File: src/hw/osw_cfg.svh
// constants for the oscillator switch and reference clock output block
// assumes a 32-bit byte-addressed avalon-mm register port
`ifndef OSW_CFG_SVH
`define OSW_CFG_SVH

// ==========================================================
// register byte offsets
`define OSW_ADDR_W            4
`define OSW_OFS_OSC_CTRL      4'h0
`define OSW_OFS_REF_CTRL      4'h4
`define OSW_OFS_IRQ_STAT      4'h8
`define OSW_OFS_IRQ_MASK      4'hC

// ==========================================================
// oscillator control fields
`define OSW_GO_BIT            0
`define OSW_LOCK_BIT          5
`define OSW_NOSC_LSB          8
`define OSW_COSC_LSB          12
`define OSW_SRC_W             3
`define OSW_KEY_HI_1          8'h78
`define OSW_KEY_HI_2          8'h9A
`define OSW_KEY_LO_1          8'h46
`define OSW_KEY_LO_2          8'h57
`define OSW_COSC_RST          3'h0
`define OSW_NOSC_RST          3'h0

// ==========================================================
// reference control fields
`define OSW_REF_EN_BIT        15
`define OSW_REF_KEEP_BIT      13
`define OSW_REF_SEL_BIT       12
`define OSW_REF_DIV_LSB       8
`define OSW_REF_DIV_W         4
`define OSW_REF_CNT_W         16

// ==========================================================
// interrupt bits
`define OSW_EV_W              2
`define OSW_EV_DONE           0
`define OSW_EV_FAIL           1

// ==========================================================
// oscillator modes and timing
`define OSW_MODE_EC           2'h0
`define OSW_MODE_HS           2'h1
`define OSW_MODE_XT           2'h2
`define OSW_MODE_INT          2'h3
`define OSW_CLK_PERIOD_NS     50
`define OSW_SWITCH_TIMEOUT_NS 100000
`define OSW_TO_W              12

`endif

File: src/hw/osw_pkg.sv
// types for the oscillator switch and reference clock output block
// assumes osw_cfg.svh is included before this package is compiled
`include "osw_cfg.svh"

package osw_pkg;

  // ==========================================================
  // state encodings
  typedef enum logic [1:0] {UL_IDLE, UL_FIRST, UL_OPEN} osw_unlock_t;
  typedef enum logic {SW_IDLE, SW_WAIT} osw_sw_t;

  // ==========================================================
  // whole block state
  typedef struct packed {
    logic [1:0]                   rdy_sync;
    logic [1:0]                   lock_sync;
    logic [2:0]                   prim_sync;
    osw_unlock_t                  hi_st;
    osw_unlock_t                  lo_st;
    logic [`OSW_SRC_W-1:0]        nosc;
    logic [`OSW_SRC_W-1:0]        cosc;
    logic                         go;
    logic                         lock;
    osw_sw_t                      sw_st;
    logic [`OSW_TO_W-1:0]         to_cnt;
    logic                         ref_en;
    logic                         ref_keep;
    logic                         ref_sel;
    logic [`OSW_REF_DIV_W-1:0]    ref_div;
    logic [`OSW_REF_CNT_W-1:0]    ref_cnt;
    logic                         ref_out;
    logic                         ref_oe_n;
    logic                         prim_en;
    logic                         half_rate_clock_pin;
    logic [`OSW_EV_W-1:0]         ev;
    logic [`OSW_EV_W-1:0]         mask;
    logic                         irq;
    logic                         wait_req;
    logic [31:0]                  rdata;
  } osw_state_t;

endpackage

File: src/hw/osw_top.sv
// oscillator switch control and reference clock output, one clock domain
// assumes an avalon-mm master on clock_i and async oscillator status pins
//
// Added by the designer: the placing of the registers and the Avalon-MM interface to the registers.
`timescale 1ns/1ns
`include "osw_cfg.svh"

module osw_top (
  // clock and reset
  input  wire logic                    clock_i,
  input  wire logic                    srst_i,
  // avalon-mm slave
  input  wire logic [`OSW_ADDR_W-1:0]  address_i,
  input  wire logic                    read_i,
  input  wire logic                    write_i,
  input  wire logic [3:0]              byteenable_i,
  input  wire logic [31:0]             writedata_i,
  output logic      [31:0]             readdata_o,
  output logic                         waitrequest_o,
  // oscillator status pins and device state
  input  wire logic                    osc_ready_i,
  input  wire logic                    pll_lock_i,
  input  wire logic                    crystal_pin_one_i,
  input  wire logic [1:0]              osc_mode_i,
  input  wire logic                    sleep_i,
  // clock outputs
  output logic                         ref_output_pin_o,
  output logic                         ref_output_pin_oe_n_o,
  output logic                         half_rate_clock_pin_o,
  output logic                         primary_osc_enable_o,
  output logic [`OSW_SRC_W-1:0]        active_source_o,
  // interrupt
  output logic                         irq_o
);

  // ==========================================================
  // timing
  localparam int unsigned TO_CYC =
    `OSW_SWITCH_TIMEOUT_NS / `OSW_CLK_PERIOD_NS;
  localparam logic [`OSW_TO_W-1:0] TO_LAST = `OSW_TO_W'(TO_CYC - 1);

  osw_pkg::osw_state_t s_r;
  osw_pkg::osw_state_t s_nxt;

  // ==========================================================
  // bus decode
  logic                         req;
  logic                         wr_acc;
  logic                         rd_cap;
  logic                         hb_wr;
  logic                         lb_wr;
  logic [7:0]                   hb;
  logic [7:0]                   lb;
  logic                         primary_mode;
  logic                         run;
  logic                         src_evt;
  logic [`OSW_REF_CNT_W-1:0]    lim;
  logic [`OSW_EV_W-1:0]         ev_set;
  logic                         start;

  assign req    = read_i | write_i;
  // write lands on the edge where waitrequest is seen low
  assign wr_acc = write_i & ~s_r.wait_req;
  // read data and read-clear happen one edge earlier, so data stands
  assign rd_cap = read_i & s_r.wait_req;
  assign hb_wr  = wr_acc & (address_i == `OSW_OFS_OSC_CTRL)
                  & byteenable_i[1];
  assign lb_wr  = wr_acc & (address_i == `OSW_OFS_OSC_CTRL)
                  & byteenable_i[0];
  assign hb     = writedata_i[15:8];
  assign lb     = writedata_i[7:0];

  assign primary_mode = (osc_mode_i == `OSW_MODE_EC)
                      | (osc_mode_i == `OSW_MODE_HS)
                      | (osc_mode_i == `OSW_MODE_XT);
  // sleep keeps the output only from a running primary oscillator
  assign run = s_r.ref_en & (~sleep_i
             | (s_r.ref_keep & s_r.ref_sel & primary_mode));
  // system clock source ticks every cycle; primary on each pin edge
  assign src_evt = s_r.ref_sel ? (s_r.prim_sync[2] ^ s_r.prim_sync[1])
                               : 1'b1;
  assign lim = (`OSW_REF_CNT_W'(1) << s_r.ref_div)
             - `OSW_REF_CNT_W'(1);
  assign start = lb_wr & (s_r.lo_st == osw_pkg::UL_OPEN)
               & lb[`OSW_GO_BIT] & (s_r.sw_st == osw_pkg::SW_IDLE);

  // ==========================================================
  // next state
  always_comb begin
    s_nxt  = s_r;
    ev_set = '0;

    // pins pass two flops before anything looks at them
    s_nxt.rdy_sync  = {s_r.rdy_sync[0], osc_ready_i};
    s_nxt.lock_sync = {s_r.lock_sync[0], pll_lock_i};
    s_nxt.prim_sync = {s_r.prim_sync[1:0], crystal_pin_one_i};

    // high byte unlock; any accepted write moves the tracker
    if (wr_acc) begin
      case (s_r.hi_st)
        osw_pkg::UL_IDLE: begin
          s_nxt.hi_st = (hb_wr && hb == `OSW_KEY_HI_1) ?
                        osw_pkg::UL_FIRST : osw_pkg::UL_IDLE;
        end
        osw_pkg::UL_FIRST: begin
          s_nxt.hi_st = (hb_wr && hb == `OSW_KEY_HI_2) ?
                        osw_pkg::UL_OPEN : osw_pkg::UL_IDLE;
        end
        osw_pkg::UL_OPEN: begin
          if (hb_wr) begin
            s_nxt.nosc = writedata_i[`OSW_NOSC_LSB +: `OSW_SRC_W];
          end
          s_nxt.hi_st = osw_pkg::UL_IDLE;
        end
        default: begin
          s_nxt.hi_st = osw_pkg::UL_IDLE;
        end
      endcase

      // low byte unlock
      case (s_r.lo_st)
        osw_pkg::UL_IDLE: begin
          s_nxt.lo_st = (lb_wr && lb == `OSW_KEY_LO_1) ?
                        osw_pkg::UL_FIRST : osw_pkg::UL_IDLE;
        end
        osw_pkg::UL_FIRST: begin
          s_nxt.lo_st = (lb_wr && lb == `OSW_KEY_LO_2) ?
                        osw_pkg::UL_OPEN : osw_pkg::UL_IDLE;
        end
        osw_pkg::UL_OPEN: begin
          s_nxt.lo_st = osw_pkg::UL_IDLE;
        end
        default: begin
          s_nxt.lo_st = osw_pkg::UL_IDLE;
        end
      endcase

      if (address_i == `OSW_OFS_REF_CTRL && byteenable_i[1]) begin
        s_nxt.ref_en   = writedata_i[`OSW_REF_EN_BIT];
        s_nxt.ref_keep = writedata_i[`OSW_REF_KEEP_BIT];
        s_nxt.ref_sel  = writedata_i[`OSW_REF_SEL_BIT];
        s_nxt.ref_div  = writedata_i[`OSW_REF_DIV_LSB +: `OSW_REF_DIV_W];
      end
      if (address_i == `OSW_OFS_IRQ_MASK && byteenable_i[0]) begin
        s_nxt.mask = writedata_i[`OSW_EV_W-1:0];
      end
    end

    // clock switch; a failed attempt leaves go set until a later attempt succeeds
    s_nxt.lock = s_r.lock_sync[1];
    case (s_r.sw_st)
      osw_pkg::SW_IDLE: begin
        s_nxt.to_cnt = '0;
        if (start) begin
          s_nxt.go    = 1'b1;
          s_nxt.sw_st = osw_pkg::SW_WAIT;
        end
      end
      osw_pkg::SW_WAIT: begin
        s_nxt.to_cnt = s_r.to_cnt + `OSW_TO_W'(1);
        if (s_r.rdy_sync[1]) begin
          s_nxt.cosc  = s_r.nosc;
          s_nxt.go    = 1'b0;
          s_nxt.sw_st = osw_pkg::SW_IDLE;
          ev_set[`OSW_EV_DONE] = 1'b1;
        end else if (s_r.to_cnt == TO_LAST) begin
          s_nxt.sw_st = osw_pkg::SW_IDLE;
          ev_set[`OSW_EV_FAIL] = 1'b1;
        end
      end
      default: begin
        s_nxt.sw_st = osw_pkg::SW_IDLE;
      end
    endcase

    // reference divider
    if (!run) begin
      s_nxt.ref_cnt = '0;
      s_nxt.ref_out = 1'b0;
    end else if (src_evt) begin
      if (s_r.ref_cnt >= lim) begin
        s_nxt.ref_cnt = '0;
        s_nxt.ref_out = ~s_r.ref_out;
      end else begin
        s_nxt.ref_cnt = s_r.ref_cnt + `OSW_REF_CNT_W'(1);
      end
    end
    s_nxt.ref_oe_n = ~run;
    s_nxt.prim_en  = ~(sleep_i & ~s_r.ref_sel);
    // crystal modes use the second pin, so no half-rate clock there
    if (osc_mode_i == `OSW_MODE_EC || osc_mode_i == `OSW_MODE_INT) begin
      s_nxt.half_rate_clock_pin = ~s_r.half_rate_clock_pin;
    end else begin
      s_nxt.half_rate_clock_pin = 1'b0;
    end

    // bus answer: one wait cycle, then one cycle with waitrequest low
    s_nxt.wait_req = ~(req & s_r.wait_req);
    if (rd_cap) begin
      case (address_i)
        `OSW_OFS_OSC_CTRL: begin
          s_nxt.rdata = '0;
          s_nxt.rdata[`OSW_COSC_LSB +: `OSW_SRC_W] = s_r.cosc;
          s_nxt.rdata[`OSW_NOSC_LSB +: `OSW_SRC_W] = s_r.nosc;
          s_nxt.rdata[`OSW_LOCK_BIT] = s_r.lock;
          s_nxt.rdata[`OSW_GO_BIT]   = s_r.go;
        end
        `OSW_OFS_REF_CTRL: begin
          s_nxt.rdata = '0;
          s_nxt.rdata[`OSW_REF_EN_BIT]   = s_r.ref_en;
          s_nxt.rdata[`OSW_REF_KEEP_BIT] = s_r.ref_keep;
          s_nxt.rdata[`OSW_REF_SEL_BIT]  = s_r.ref_sel;
          s_nxt.rdata[`OSW_REF_DIV_LSB +: `OSW_REF_DIV_W] = s_r.ref_div;
        end
        `OSW_OFS_IRQ_STAT: begin
          s_nxt.rdata = {{(32-`OSW_EV_W){1'b0}}, s_r.ev};
        end
        `OSW_OFS_IRQ_MASK: begin
          s_nxt.rdata = {{(32-`OSW_EV_W){1'b0}}, s_r.mask};
        end
        default: begin
          s_nxt.rdata = '0;
        end
      endcase
    end

    // read clears status, a new event in the same cycle survives
    if (rd_cap && address_i == `OSW_OFS_IRQ_STAT) begin
      s_nxt.ev = ev_set;
    end else begin
      s_nxt.ev = s_r.ev | ev_set;
    end
    s_nxt.irq = |(s_nxt.ev & s_nxt.mask);
  end

  always_ff @(posedge clock_i) begin
    if (srst_i) begin
      s_r          <= '0;
      s_r.wait_req <= 1'b1;
      s_r.ref_oe_n <= 1'b1;
      s_r.prim_en  <= 1'b1;
      s_r.cosc     <= `OSW_COSC_RST;
      s_r.nosc     <= `OSW_NOSC_RST;
    end else begin
      s_r <= s_nxt;
    end
  end

  // ==========================================================
  // outputs
  assign readdata_o            = s_r.rdata;
  assign waitrequest_o         = s_r.wait_req;
  assign ref_output_pin_o      = s_r.ref_out;
  assign ref_output_pin_oe_n_o = s_r.ref_oe_n;
  assign half_rate_clock_pin_o = s_r.half_rate_clock_pin;
  assign primary_osc_enable_o  = s_r.prim_en;
  assign active_source_o       = s_r.cosc;
  assign irq_o                 = s_r.irq;

  // ==========================================================
  // checks
  property p_nosc_guard;
    @(posedge clock_i) disable iff (srst_i)
    (s_nxt.nosc != s_r.nosc) |-> (s_r.hi_st == osw_pkg::UL_OPEN) && hb_wr;
  endproperty
  a_nosc_guard: assert property (p_nosc_guard)
    else $error("new source changed without high unlock");

  property p_nosc_load;
    @(posedge clock_i) disable iff (srst_i)
    (s_r.hi_st == osw_pkg::UL_OPEN && hb_wr) |=>
      s_r.nosc == $past(writedata_i[`OSW_NOSC_LSB +: `OSW_SRC_W]);
  endproperty
  a_nosc_load: assert property (p_nosc_load)
    else $error("new source not loaded after unlock");

  property p_go_guard;
    @(posedge clock_i) disable iff (srst_i)
    $rose(s_r.go) |-> $past(s_r.lo_st == osw_pkg::UL_OPEN && lb_wr);
  endproperty
  a_go_guard: assert property (p_go_guard)
    else $error("go set without low unlock");

  property p_start;
    @(posedge clock_i) disable iff (srst_i)
    start |=> s_r.go && s_r.sw_st == osw_pkg::SW_WAIT;
  endproperty
  a_start: assert property (p_start)
    else $error("switch did not start");

  property p_done;
    @(posedge clock_i) disable iff (srst_i)
    (s_r.sw_st == osw_pkg::SW_WAIT && s_r.rdy_sync[1]) |=>
      !s_r.go && s_r.cosc == $past(s_r.nosc) && s_r.ev[`OSW_EV_DONE];
  endproperty
  a_done: assert property (p_done)
    else $error("successful switch did not clear go");

  property p_fail;
    @(posedge clock_i) disable iff (srst_i)
    (s_r.sw_st == osw_pkg::SW_WAIT && !s_r.rdy_sync[1]
      && s_r.to_cnt == TO_LAST) |=> s_r.go && s_r.ev[`OSW_EV_FAIL];
  endproperty
  a_fail: assert property (p_fail)
    else $error("failed switch lost go or event");

  property p_cancel;
    @(posedge clock_i) disable iff (srst_i)
    (s_r.hi_st == osw_pkg::UL_FIRST && wr_acc
      && !(hb_wr && hb == `OSW_KEY_HI_2)) |=> s_r.hi_st == osw_pkg::UL_IDLE;
  endproperty
  a_cancel: assert property (p_cancel)
    else $error("stray write did not cancel unlock");

  property p_pin_off;
    @(posedge clock_i) disable iff (srst_i)
    !s_r.ref_en |=> s_r.ref_oe_n && !s_r.ref_out;
  endproperty
  a_pin_off: assert property (p_pin_off)
    else $error("reference pin driven while disabled");

  property p_sleep;
    @(posedge clock_i) disable iff (srst_i)
    (sleep_i && !(s_r.ref_keep && s_r.ref_sel && primary_mode)) |=>
      s_r.ref_oe_n;
  endproperty
  a_sleep: assert property (p_sleep)
    else $error("reference ran in sleep without permission");

  property p_prim_off;
    @(posedge clock_i) disable iff (srst_i)
    (sleep_i && !s_r.ref_sel) |=> !primary_osc_enable_o;
  endproperty
  a_prim_off: assert property (p_prim_off)
    else $error("primary oscillator kept on in sleep");

  property p_div0;
    @(posedge clock_i) disable iff (srst_i)
    (run && !s_r.ref_sel && s_r.ref_div == '0)[*2] |=>
      s_r.ref_out != $past(s_r.ref_out);
  endproperty
  a_div0: assert property (p_div0)
    else $error("divider zero did not pass source");

  property p_half_rate_clock_pin;
    @(posedge clock_i) disable iff (srst_i)
    (osc_mode_i == `OSW_MODE_EC) |=> s_r.half_rate_clock_pin != $past(s_r.half_rate_clock_pin);
  endproperty
  a_half_rate_clock_pin: assert property (p_half_rate_clock_pin)
    else $error("half-rate clock did not toggle");

  c_switch_ok: cover property (@(posedge clock_i) disable iff (srst_i)
    s_r.sw_st == osw_pkg::SW_WAIT ##1 s_r.sw_st == osw_pkg::SW_IDLE
    && !s_r.go);
  c_switch_fail: cover property (@(posedge clock_i) disable iff (srst_i)
    $rose(s_r.ev[1]));
  c_ref_sleep: cover property (@(posedge clock_i) disable iff (srst_i)
    sleep_i && !s_r.ref_oe_n);

endmodule

File: config.mk
export PLATFORM = sky130hd
export DESIGN_NAME = osw_top
export DESIGN_NICKNAME = d
export VERILOG_FILES = /design/src/hw/osw_pkg.sv /design/src/hw/osw_top.sv
export VERILOG_INCLUDE_DIRS = /design/src /design/src/hw
export SDC_FILE = /design/constraint.sdc
export NUM_CORES = 1
export LEC_CHECK = 0
export ABC_AREA = 0
export ABC_CLOCK_PERIOD_IN_PS = 3220
export BUFFER_PORTS_ARGS = -buffer_cell sky130_fd_sc_hd__buf_2
export CAP_MARGIN = 30
export CORE_MARGIN = 1
export CORE_UTILIZATION = 30
export DETAILED_ROUTE_END_ITERATION = 12
export PLACE_DENSITY = 0.51
export SYNTH_ARGS = -nofsm -noshare
export SYNTH_HDL_FRONTEND = slang
export SYNTH_SLANG_ARGS = --single-unit
File: constraint.sdc
create_clock -name clock_i -period 3.22 [get_ports clock_i]
set_input_delay 0.161 -clock clock_i [delete_from_list [all_inputs] [get_ports clock_i]]
set_output_delay 0.161 -clock clock_i [all_outputs]
set_load 0.02 [all_outputs]
==> results of run 1 <==
==> sequential cells by signal, indices dropped and copies added, names as in the netlist <==
| register | flops |
|---|---|
| ref_output_pin_o | 1 |
| active_source_o | 3 |
| s_r | 51 |
| ref_output_pin_oe_n_o | 1 |
| irq_o | 1 |
| s_nxt | 5 |
| half_rate_clock_pin_o | 1 |
| readdata_o | 11 |
| waitrequest_o | 1 |
| primary_osc_enable_o | 1 |
==> path summary, 6_finish.rpt <==
| check | start | end | cells past startpoint |
|---|---|---|---|
| max reg2reg | s_r[61]$_SDFFE_PP0P_ | ref_output_pin_o$_SDFFE_PP0P_ | 13 |
| max | s_r[61]$_SDFFE_PP0P_ | ref_output_pin_o$_SDFFE_PP0P_ | 13 |
| min | crystal_pin_one_i | s_nxt[91]$_SDFF_PP0_ | 2 |
| min reg2reg | half_rate_clock_pin_o$_SDFF_PP0_ | half_rate_clock_pin_o$_SDFF_PP0_ | 1 |
==> metal layers <==
metal	vias up	global-route usage	wire length [um]
met3	15	0.04289	375
met4	0	0.05299	181
met2	62	0.2381	4015
met1	1497	0.1741	4276
li1	1611	-	-
met5	-	0	0
==> stage by stage <==
step           cell area, um2  setup TNS (ns)  total power [mW]    util
4_1_cts                  4599               0             2.286  0.3645
5_1_grt                  4632     -0.00005262             2.346  0.3670
6_report                 4632               0             2.252  0.3670
2_1_floorplan            4001               0             1.088       -
3_5_place_dp             4259               0             1.116  0.3375
3_3_place_gp             4259               0             1.114  0.3375
==> logic make-up (layout without fill, tap and decap cells) <==
logic type      after synthesis  after routing
compound gates               59             59
xor+xnor                     25             25
fa+ha+maj                    20             20
buf+inv                      60             91
flops                        76             76
mux                          17             17
other cells                   2             22
simple gates                188            188
==> power by group through the flow <==
stage	sequential [mW]	combinational, mW	clock [mW]
5_1_grt	0.959	0.154	1.23
2_1_floorplan	0.981	0.107	0
3_5_place_dp	0.979	0.136	0
3_3_place_gp	0.978	0.136	0
6_report	0.958	0.138	1.16
4_1_cts	0.958	0.137	1.19
==> cell usage in the layout (no fill, tap or decap), types with 6 or more instances in the layout <==
master	n
a21oi_1	27
and3_1	6
buf_2	51
buf_4	16
clkbuf_16	9
conb_1	22
dfxtp_1	74
ha_1	19
inv_1	8
mux2i_1	15
nand2_1	37
nand3_1	16
nand4_1	12
nor2_1	42
nor2b_1	12
nor3_1	24
o21ai_0	6
xnor2_1	7
xor2_1	18
==> cells in the mapped netlist, drive strengths merged (2+ instances only) <==
library cell	count	area share
nor2b	12	0.019
a211oi	2	0.0039
a31oi	2	0.0032
dfxtp	76	0.39
ha	20	0.064
nor3	25	0.032
nor4b	2	0.0061
nor2	46	0.044
a22oi	2	0.0039
nand4	12	0.019
a21oi	27	0.035
a221oi	5	0.011
or3	2	0.0035
xor2	18	0.040
o22a	2	0.0045
o21ai	7	0.0090
nand2b	3	0.0048
nor3b	2	0.0039
clkbuf	14	0.013
and4	5	0.011
o21a	3	0.0058
inv	8	0.0077
xnor2	7	0.016
nand3	17	0.023
nand2	37	0.036
buf	38	0.072
and3	7	0.012
and2	5	0.0080
nor4	3	0.0087
mux2i	15	0.039
mux2	2	0.0058
a22o	5	0.011
nand3b	2	0.0039
conb	2	0.0019
or4	3	0.0058
==> critical path, cell delays in order (launching register included) <==
cell	delay, ns
dfxtp_1	0.31
nor2_2	0.15
nand3b_1	0.10
ha_2	0.20
buf_4	0.14
buf_4	0.16
a22o_1	0.23
a21oi_1	0.15
ha_1	0.14
nand2_1	0.07
nor3_2	0.21
or4b_4	0.50
a31oi_4	0.22
mux2_4	0.32
==> cell type report <==
class	count	area share
Inverter	8	0.006483
Multi-Input combinational cell	331	0.4608
Tap cell	172	0.04646
Clock inverter	6	0.02431
Sequential cell	76	0.3290
Clock buffer	9	0.04862
Timing Repair Buffer	68	0.08428
==> what timing repair did <==
action	4_1_cts	5_1_grt
hold buffers	0	0
pin swaps	0	5
setup endpoints to repair	15	15
hold endpoints to repair	0	0
gates resized for setup	1	12
==> impl_table.tex, run 1 <==
\begin{tabular}{lr}
\hline
Metric & Value \\
\hline
\multicolumn{2}{l}{\textbf{Status}} \\
Result of the run & finished, final reports clean \\
\multicolumn{2}{l}{\textbf{GRT}} \\
First-pass GRT wire length & about 15 mm \\
Antenna violations before repair & 0 \\
Pin count of the biggest net entering global routing & 42 \\
Number of global-route vias before repair & $\sim$3.1k \\
GRT Total Usage & 0.1431 \\
Overflow left after global routing & 0 \\
\multicolumn{2}{l}{\textbf{Place}} \\
HPWL Detailed & 6.474 mm \\
Cells after DPL & about 660 \\
Port bufs & 51 \\
Placement-stage worst setup slack & 0.01635 ns \\
Final estimated routing congestion in global placement & approximately 0.80 \\
\multicolumn{2}{l}{\textbf{Synth}} \\
Share of cell area taken by muxes after synthesis & 0.04434 \\
Simple-gate area share of the yosys netlist & 0.2532 \\
Main combinational cell family by area after synthesis & simple AND/OR/NAND/NOR gates \\
Cell Area, Synth & $\sim$3900 um2 \\
Compound-gate portion of the synthesized area & 0.09576 \\
Async S/R FF share, synth & 0 \\
Synth Area in Adders & 0.06427 \\
Number of warnings issued by yosys & 0 \\
Average cell area after synthesis & between 8 and 9 um2 \\
Post-synthesis register bit count & 76 \\
Post-synthesis cell count & between 400 and 500 \\
Xor and xnor area share after synthesis & 0.05623 \\
Sequential cell area fraction in the yosys report & 0.3907 \\
Number of flops mapped to enable cells by yosys & 0 \\
Number of distinct standard cells referenced by the synthesized netlist & 52 \\
Dominant register cell in the synthesized netlist & dfxtp\_1 \\
\multicolumn{2}{l}{\textbf{Critical path}} \\
Worst-path maximum fanout & 10 \\
Category of the worst setup path launch point & register \\
Path type of the worst setup path & register to register \\
Critical path capture point type & register \\
Required time reported for the critical path endpoint & about 3.4 ns \\
CP Data Arrival Time & roughly 3.3 ns \\
R2R Setup Slk & 0.19 ns \\
\multicolumn{2}{l}{\textbf{Power}} \\
Switching power of the nets & 497.8 uW \\
Leakage power of the design & roughly 1.8 nW \\
Clock power share & 0.513 \\
Comb pwr share & 0.061 \\
Worst vdd rail ir drop & around 0.00023 V \\
Internal Dissipation & roughly 1.8 mW \\
Sequential cell fraction of total power & 0.425 \\
Net Sw Frac & 0.2211 \\
Power Density & 486.2 nW/um2 \\
\multicolumn{2}{l}{\textbf{Route}} \\
Overall routed net length & 8.848 mm \\
Via total after detailed routing & 3185 \\
Average wire per cell in the routed design & roughly 13 um \\
DRC violation count after routing & 0 \\
Drt first-iter violations & about 120 \\
Number of nets with antenna violations after routing & 0 \\
DR pass1 iterations & 4 \\
Ratio of routed vias to standard cells & 4.754 \\
\multicolumn{2}{l}{\textbf{Finish}} \\
Fillcell total & approximately 1.3k \\
Total inserted antenna cells & 0 \\
Seq. cell area & between 1500 and 2000 um2 \\
Area of the multi-input gates & $\sim$2100 um2 \\
Syn-to-layout area delta & 18.96\% \\
Ratio of cells with drive above 1 in the final layout & 0.2048 \\
Cell Count, Final, Fillers Out & 670 \\
Number of nets in the layout & around 560 \\
\multicolumn{2}{l}{\textbf{CTS}} \\
CTS H-tree depth & 3 \\
TritonCTS clock tree & done \\
Cts bufs inserted & 9 \\
CTS clock-pin slew for the worst setup and hold paths & about 0.060 ns \\
CTS sink cnt & 76 \\
Max clock buf depth & 2 \\
Later-pin clock latency in the skew report & between 0.3 and 0.4 ns \\
Number of buffers added for setup after CTS & 0 \\
Master cell of the clock root buffer & clkbuf\_16 \\
\multicolumn{2}{l}{\textbf{Run}} \\
Maxcap violations & 0 \\
\multicolumn{2}{l}{\textbf{STA}} \\
Worst hold slack & around 0.046 ns \\
Slew of the pin with the lowest slew margin & 0.8062 ns \\
Worst-case setup margin in the final layout & roughly 0.19 ns \\
Worst slew margin relative to its limit & 0.4593 \\
Number of hold-slack violations in the final timing report & 0 \\
Fmax & between 300 and 400 MHz \\
Post-layout minimum cycle time & around 3 ns \\
Final slew viol count & 0 \\
Final setup skew & about 0.0044 ns \\
Final Setup Violations & 0 \\
Final period util & 0.9421 \\
\multicolumn{2}{l}{\textbf{Die}} \\
Die area & around 13000 um2 \\
Number of top-level design ports & just over 90 \\
FP Rows & 41 \\
CORE AREA & 12620 um2 \\
Height of the chip & 115.9 um \\
Die extent in x & $\sim$120 um \\
Starting density of the core & 0.3085 \\
\multicolumn{2}{l}{\textbf{Hold path}} \\
Class of the tightest hold or removal check & primary input to register \\
\hline
\end{tabular}
Power figures use the tool's default switching activity.
==> inputs of run 2 (changes only) <==
--- a/config.mk
+++ b/config.mk
@@ -11,9 +11,9 @@
 export BUFFER_PORTS_ARGS = -buffer_cell sky130_fd_sc_hd__buf_2
 export CAP_MARGIN = 30
 export CORE_MARGIN = 1
-export CORE_UTILIZATION = 30
+export CORE_UTILIZATION = 40
 export DETAILED_ROUTE_END_ITERATION = 12
-export PLACE_DENSITY = 0.51
+export PLACE_DENSITY = 0.65
 export SYNTH_ARGS = -nofsm -noshare
 export SYNTH_HDL_FRONTEND = slang
 export SYNTH_SLANG_ARGS = --single-unit
==> impl_table.tex, run 2 (synthesized netlist as in run 1, its figures left out) <==
\begin{tabular}{lr}
\hline
Metric & Value \\
\hline
\multicolumn{2}{l}{\textbf{Finish}} \\
Highest-count cells in the layout ignoring fill and taps & dfxtp\_1 (75), buf\_2 (51), nor2\_1 (43) (was dfxtp\_1 (74), buf\_2 (51), nor2\_1 (42)) \\
Syn-to-layout area delta & 12.85\% (was 18.96\%) \\
Post-layout utilization of the core & 0.4711 (was 0.3670) \\
Post-route design area & 4394 um2 (was 4632 um2) \\
Cell Count, Final, Fillers Out & 627 (was 670) \\
Number of nets in the layout & 563 (was 564) \\
Total inserted antenna cells & 0 (unchanged) \\
Commonest non-fill, non-tap cell in the layout & dfxtp\_1 (unchanged) \\
Largest Register & s\_r (unchanged) \\
Fillcell total & 925 (was 1332) \\
Number of flip-flops under the largest register name & 51 (unchanged) \\
Ratio of cells with drive above 1 in the final layout & 0.1928 (was 0.2048) \\
\multicolumn{2}{l}{\textbf{STA}} \\
Fmax & 322.8 MHz (was 329.7 MHz) \\
Worst hold slack & 0.03786 ns (was 0.04611 ns) \\
Final Setup Violations & 0 (unchanged) \\
Final period util & 0.9621 (was 0.9421) \\
Worst-case setup margin in the final layout & 0.1221 ns (was 0.1865 ns) \\
Final setup skew & 0.01175 ns (was 0.004443 ns) \\
Slew of the pin with the lowest slew margin & 0.8186 ns (was 0.8062 ns) \\
Worst slew margin relative to its limit & 0.4509 (was 0.4593) \\
Number of hold-slack violations in the final timing report & 0 (unchanged) \\
Unrepaired setup endpoints after global routing & false \\
Post-layout minimum cycle time & 3.098 ns (was 3.034 ns) \\
Setup TNS Final & 0 ns (unchanged) \\
Final slew viol count & 0 (unchanged) \\
\multicolumn{2}{l}{\textbf{Critical path}} \\
Number of cells on the worst reg-to-reg path & 13 (unchanged) \\
Crit path top cell by count & nor2\_2 (was buf\_4) \\
Slowest stage cell, crit path & or4b\_4 (unchanged) \\
Worst-path maximum fanout & 12 (was 10) \\
CP Data Arrival Time & 3.33 ns (was 3.25 ns) \\
Terminus of the critical flop-to-flop path & ref\_output\_pin\_o\$\_SDFFE\_PP0P\_ (unchanged) \\
Capture point of the worst path & ref\_output\_pin\_o\$\_SDFFE\_PP0P\_ (unchanged) \\
Required time reported for the critical path endpoint & 3.45 ns (was 3.44 ns) \\
R2R Setup Slk & 0.12 ns (was 0.19 ns) \\
Reg-to-Reg Start & s\_r[58]\$\_SDFFE\_PP0P\_ (was s\_r[61]\$\_SDFFE\_PP0P\_) \\
Critical path capture point type & register (unchanged) \\
Sequence of cells on the critical path & nor2\_2 -> nand2\_1 -> ha\_2 -> buf\_6 -> nor2\_2 -> a22oi\_1 -> o22a\_1 -> ha\_1 -> nand4\_1 -> nor3\_2 -> or4b\_4 -> a31oi\_4 -> mux2\_1 (was nor2\_2 -> nand3b\_1 -> ha\_2 -> buf\_4 -> buf\_4 -> a22o\_1 -> a21oi\_1 -> ha\_1 -> nand2\_1 -> nor3\_2 -> or4b\_4 -> a31oi\_4 -> mux2\_4) \\
Path type of the worst setup path & register to register (unchanged) \\
Category of the worst setup path launch point & register (unchanged) \\
Critical path origin & s\_r[58]\$\_SDFFE\_PP0P\_ (was s\_r[61]\$\_SDFFE\_PP0P\_) \\
Biggest cell delay along the critical path & 0.50 ns (about the same) \\
\multicolumn{2}{l}{\textbf{Die}} \\
FP Rows & 35 (was 41) \\
Die area & 10130 um2 (was 13440 um2) \\
Height of the chip & 100.7 um (was 115.9 um) \\
Die extent in x & 100.7 um (was 115.9 um) \\
CORE AREA & 9328 um2 (was 12620 um2) \\
Starting density of the core & 0.4174 (was 0.3085) \\
Number of top-level design ports & 91 (unchanged) \\
\multicolumn{2}{l}{\textbf{Route}} \\
Drt first-iter violations & 80 (was 121) \\
Via total after detailed routing & 3132 (was 3185) \\
DR pass1 iterations & 4 (unchanged) \\
Overall routed net length & 8.105 mm (was 8.848 mm) \\
Number of nets with antenna violations after routing & 0 (unchanged) \\
Ratio of routed vias to standard cells & 4.995 (was 4.754) \\
DRC violation count after routing & 0 (unchanged) \\
Average wire per cell in the routed design & 12.93 um (was 13.21 um) \\
\multicolumn{2}{l}{\textbf{CTS}} \\
CTS H-tree depth & 3 (unchanged) \\
Cts bufs inserted & 9 (unchanged) \\
Max clock buf depth & 2 (unchanged) \\
Later-pin clock latency in the skew report & 0.34 ns (was 0.33 ns) \\
Master cell of the clock root buffer & clkbuf\_8 (was clkbuf\_16) \\
CTS clock-pin slew for the worst setup and hold paths & 0.09 ns (was 0.06 ns) \\
CTS sink cnt & 76 (unchanged) \\
TritonCTS clock tree & done (unchanged) \\
\multicolumn{2}{l}{\textbf{Hold path}} \\
Class of the tightest hold or removal check & primary input to register (unchanged) \\
\multicolumn{2}{l}{\textbf{GRT}} \\
Number of global-route vias before repair & 2849 (was 3103) \\
Pin count of the biggest net entering global routing & 42 (unchanged) \\
Antenna violations before repair & 0 (unchanged) \\
GRT Total Usage & 0.1635 (was 0.1431) \\
Overflow left after global routing & 0 (unchanged) \\
First-pass GRT wire length & 13.14 mm (was 14.81 mm) \\
\multicolumn{2}{l}{\textbf{Place}} \\
Instance area after placement & 4175 um2 (was 4259 um2) \\
Port bufs & 51 (unchanged) \\
Placement-stage worst setup slack & -0.01793 ns (was 0.01635 ns) \\
Final estimated routing congestion in global placement & 0.8116 (was 0.7972) \\
Cells after DPL & 608 (was 655) \\
HPWL Detailed & 6.089 mm (was 6.474 mm) \\
\multicolumn{2}{l}{\textbf{Power}} \\
Power Density & 398.3 nW/um2 (was 486.2 nW/um2) \\
Leakage power of the design & 1.730 nW (was 1.831 nW) \\
Worst vdd rail ir drop & 0.0001826 V (was 0.0002345 V) \\
Overall power & 1.750 mW (was 2.252 mW) \\
\multicolumn{2}{l}{\textbf{Run}} \\
Maxcap violations & 0 (unchanged) \\
\multicolumn{2}{l}{\textbf{Status}} \\
Result of the run & finished, final reports clean (unchanged) \\
\hline
\end{tabular}
run 2: worst min-delay path by stage:
stage	from	endpoint	slack [ns]	cells past startpoint
detailed placement	sleep_i	primary_osc_enable_o$_SDFF_PP1_	0.36	2
floorplan	sleep_i	primary_osc_enable_o$_SDFF_PP1_	0.24	1
global placement	sleep_i	primary_osc_enable_o$_SDFF_PP1_	0.37	2
CTS	osc_ready_i	s_nxt[96]$_SDFF_PP0_	0.02	2
global route	osc_ready_i	s_nxt[96]$_SDFF_PP0_	0.03	2
finish	osc_ready_i	s_nxt[96]$_SDFF_PP0_	0.04	2
run 2: worst max-delay path: cells and delay by family, from the launching register on:
| kind | cells | cell delay, ns |
|---|---|---|
| DFF | 1 | 0.35 |
| muxes | 1 | 0.33 |
| and+or+nand+nor | 6 | 1.16 |
| buffers and inverters | 1 | 0.14 |
| adders and majority gates | 2 | 0.48 |
| AOI/OAI and AO/OA | 3 | 0.52 |
run 2: power by group:
part	internal (mW)	switching, mW
clock	0.287	0.371
combinational	0.0471	0.0885
sequential	0.950	0.00615
run 2: layout make-up:
cell class | count | area [um2] | share of cell area
multi-input combinational | 331 | 2122 | 0.4829
sequential | 76 | 1523 | 0.3465
tap | 129 | 161.4 | 0.03673
timing repair buffer | 67 | 381.6 | 0.08685
clock inverter | 6 | 48.80 | 0.01110
clock buffer | 10 | 127.6 | 0.02904
inverter | 8 | 30.03 | 0.006834
run 2: repair_timing:
item,CTS,global route
pin swaps,3,7
hold buffers,1,0
endpoints found under the hold margin,1,0
resized for setup,1,6
endpoints found under the setup margin,1,16
buffers inserted,0,2
run 2: routing by layer:
layer | track usage | vias up | share of wire | wire [um]
met5 | 0 | - | 0 | 0
met3 | 0.03398 | 6 | 0.034 | 274
met1 | 0.2050 | 1445 | 0.48 | 3917
met2 | 0.2787 | 68 | 0.47 | 3829
li1 | - | 1613 | - | -
met4 | 0.05574 | 0 | 0.010 | 83
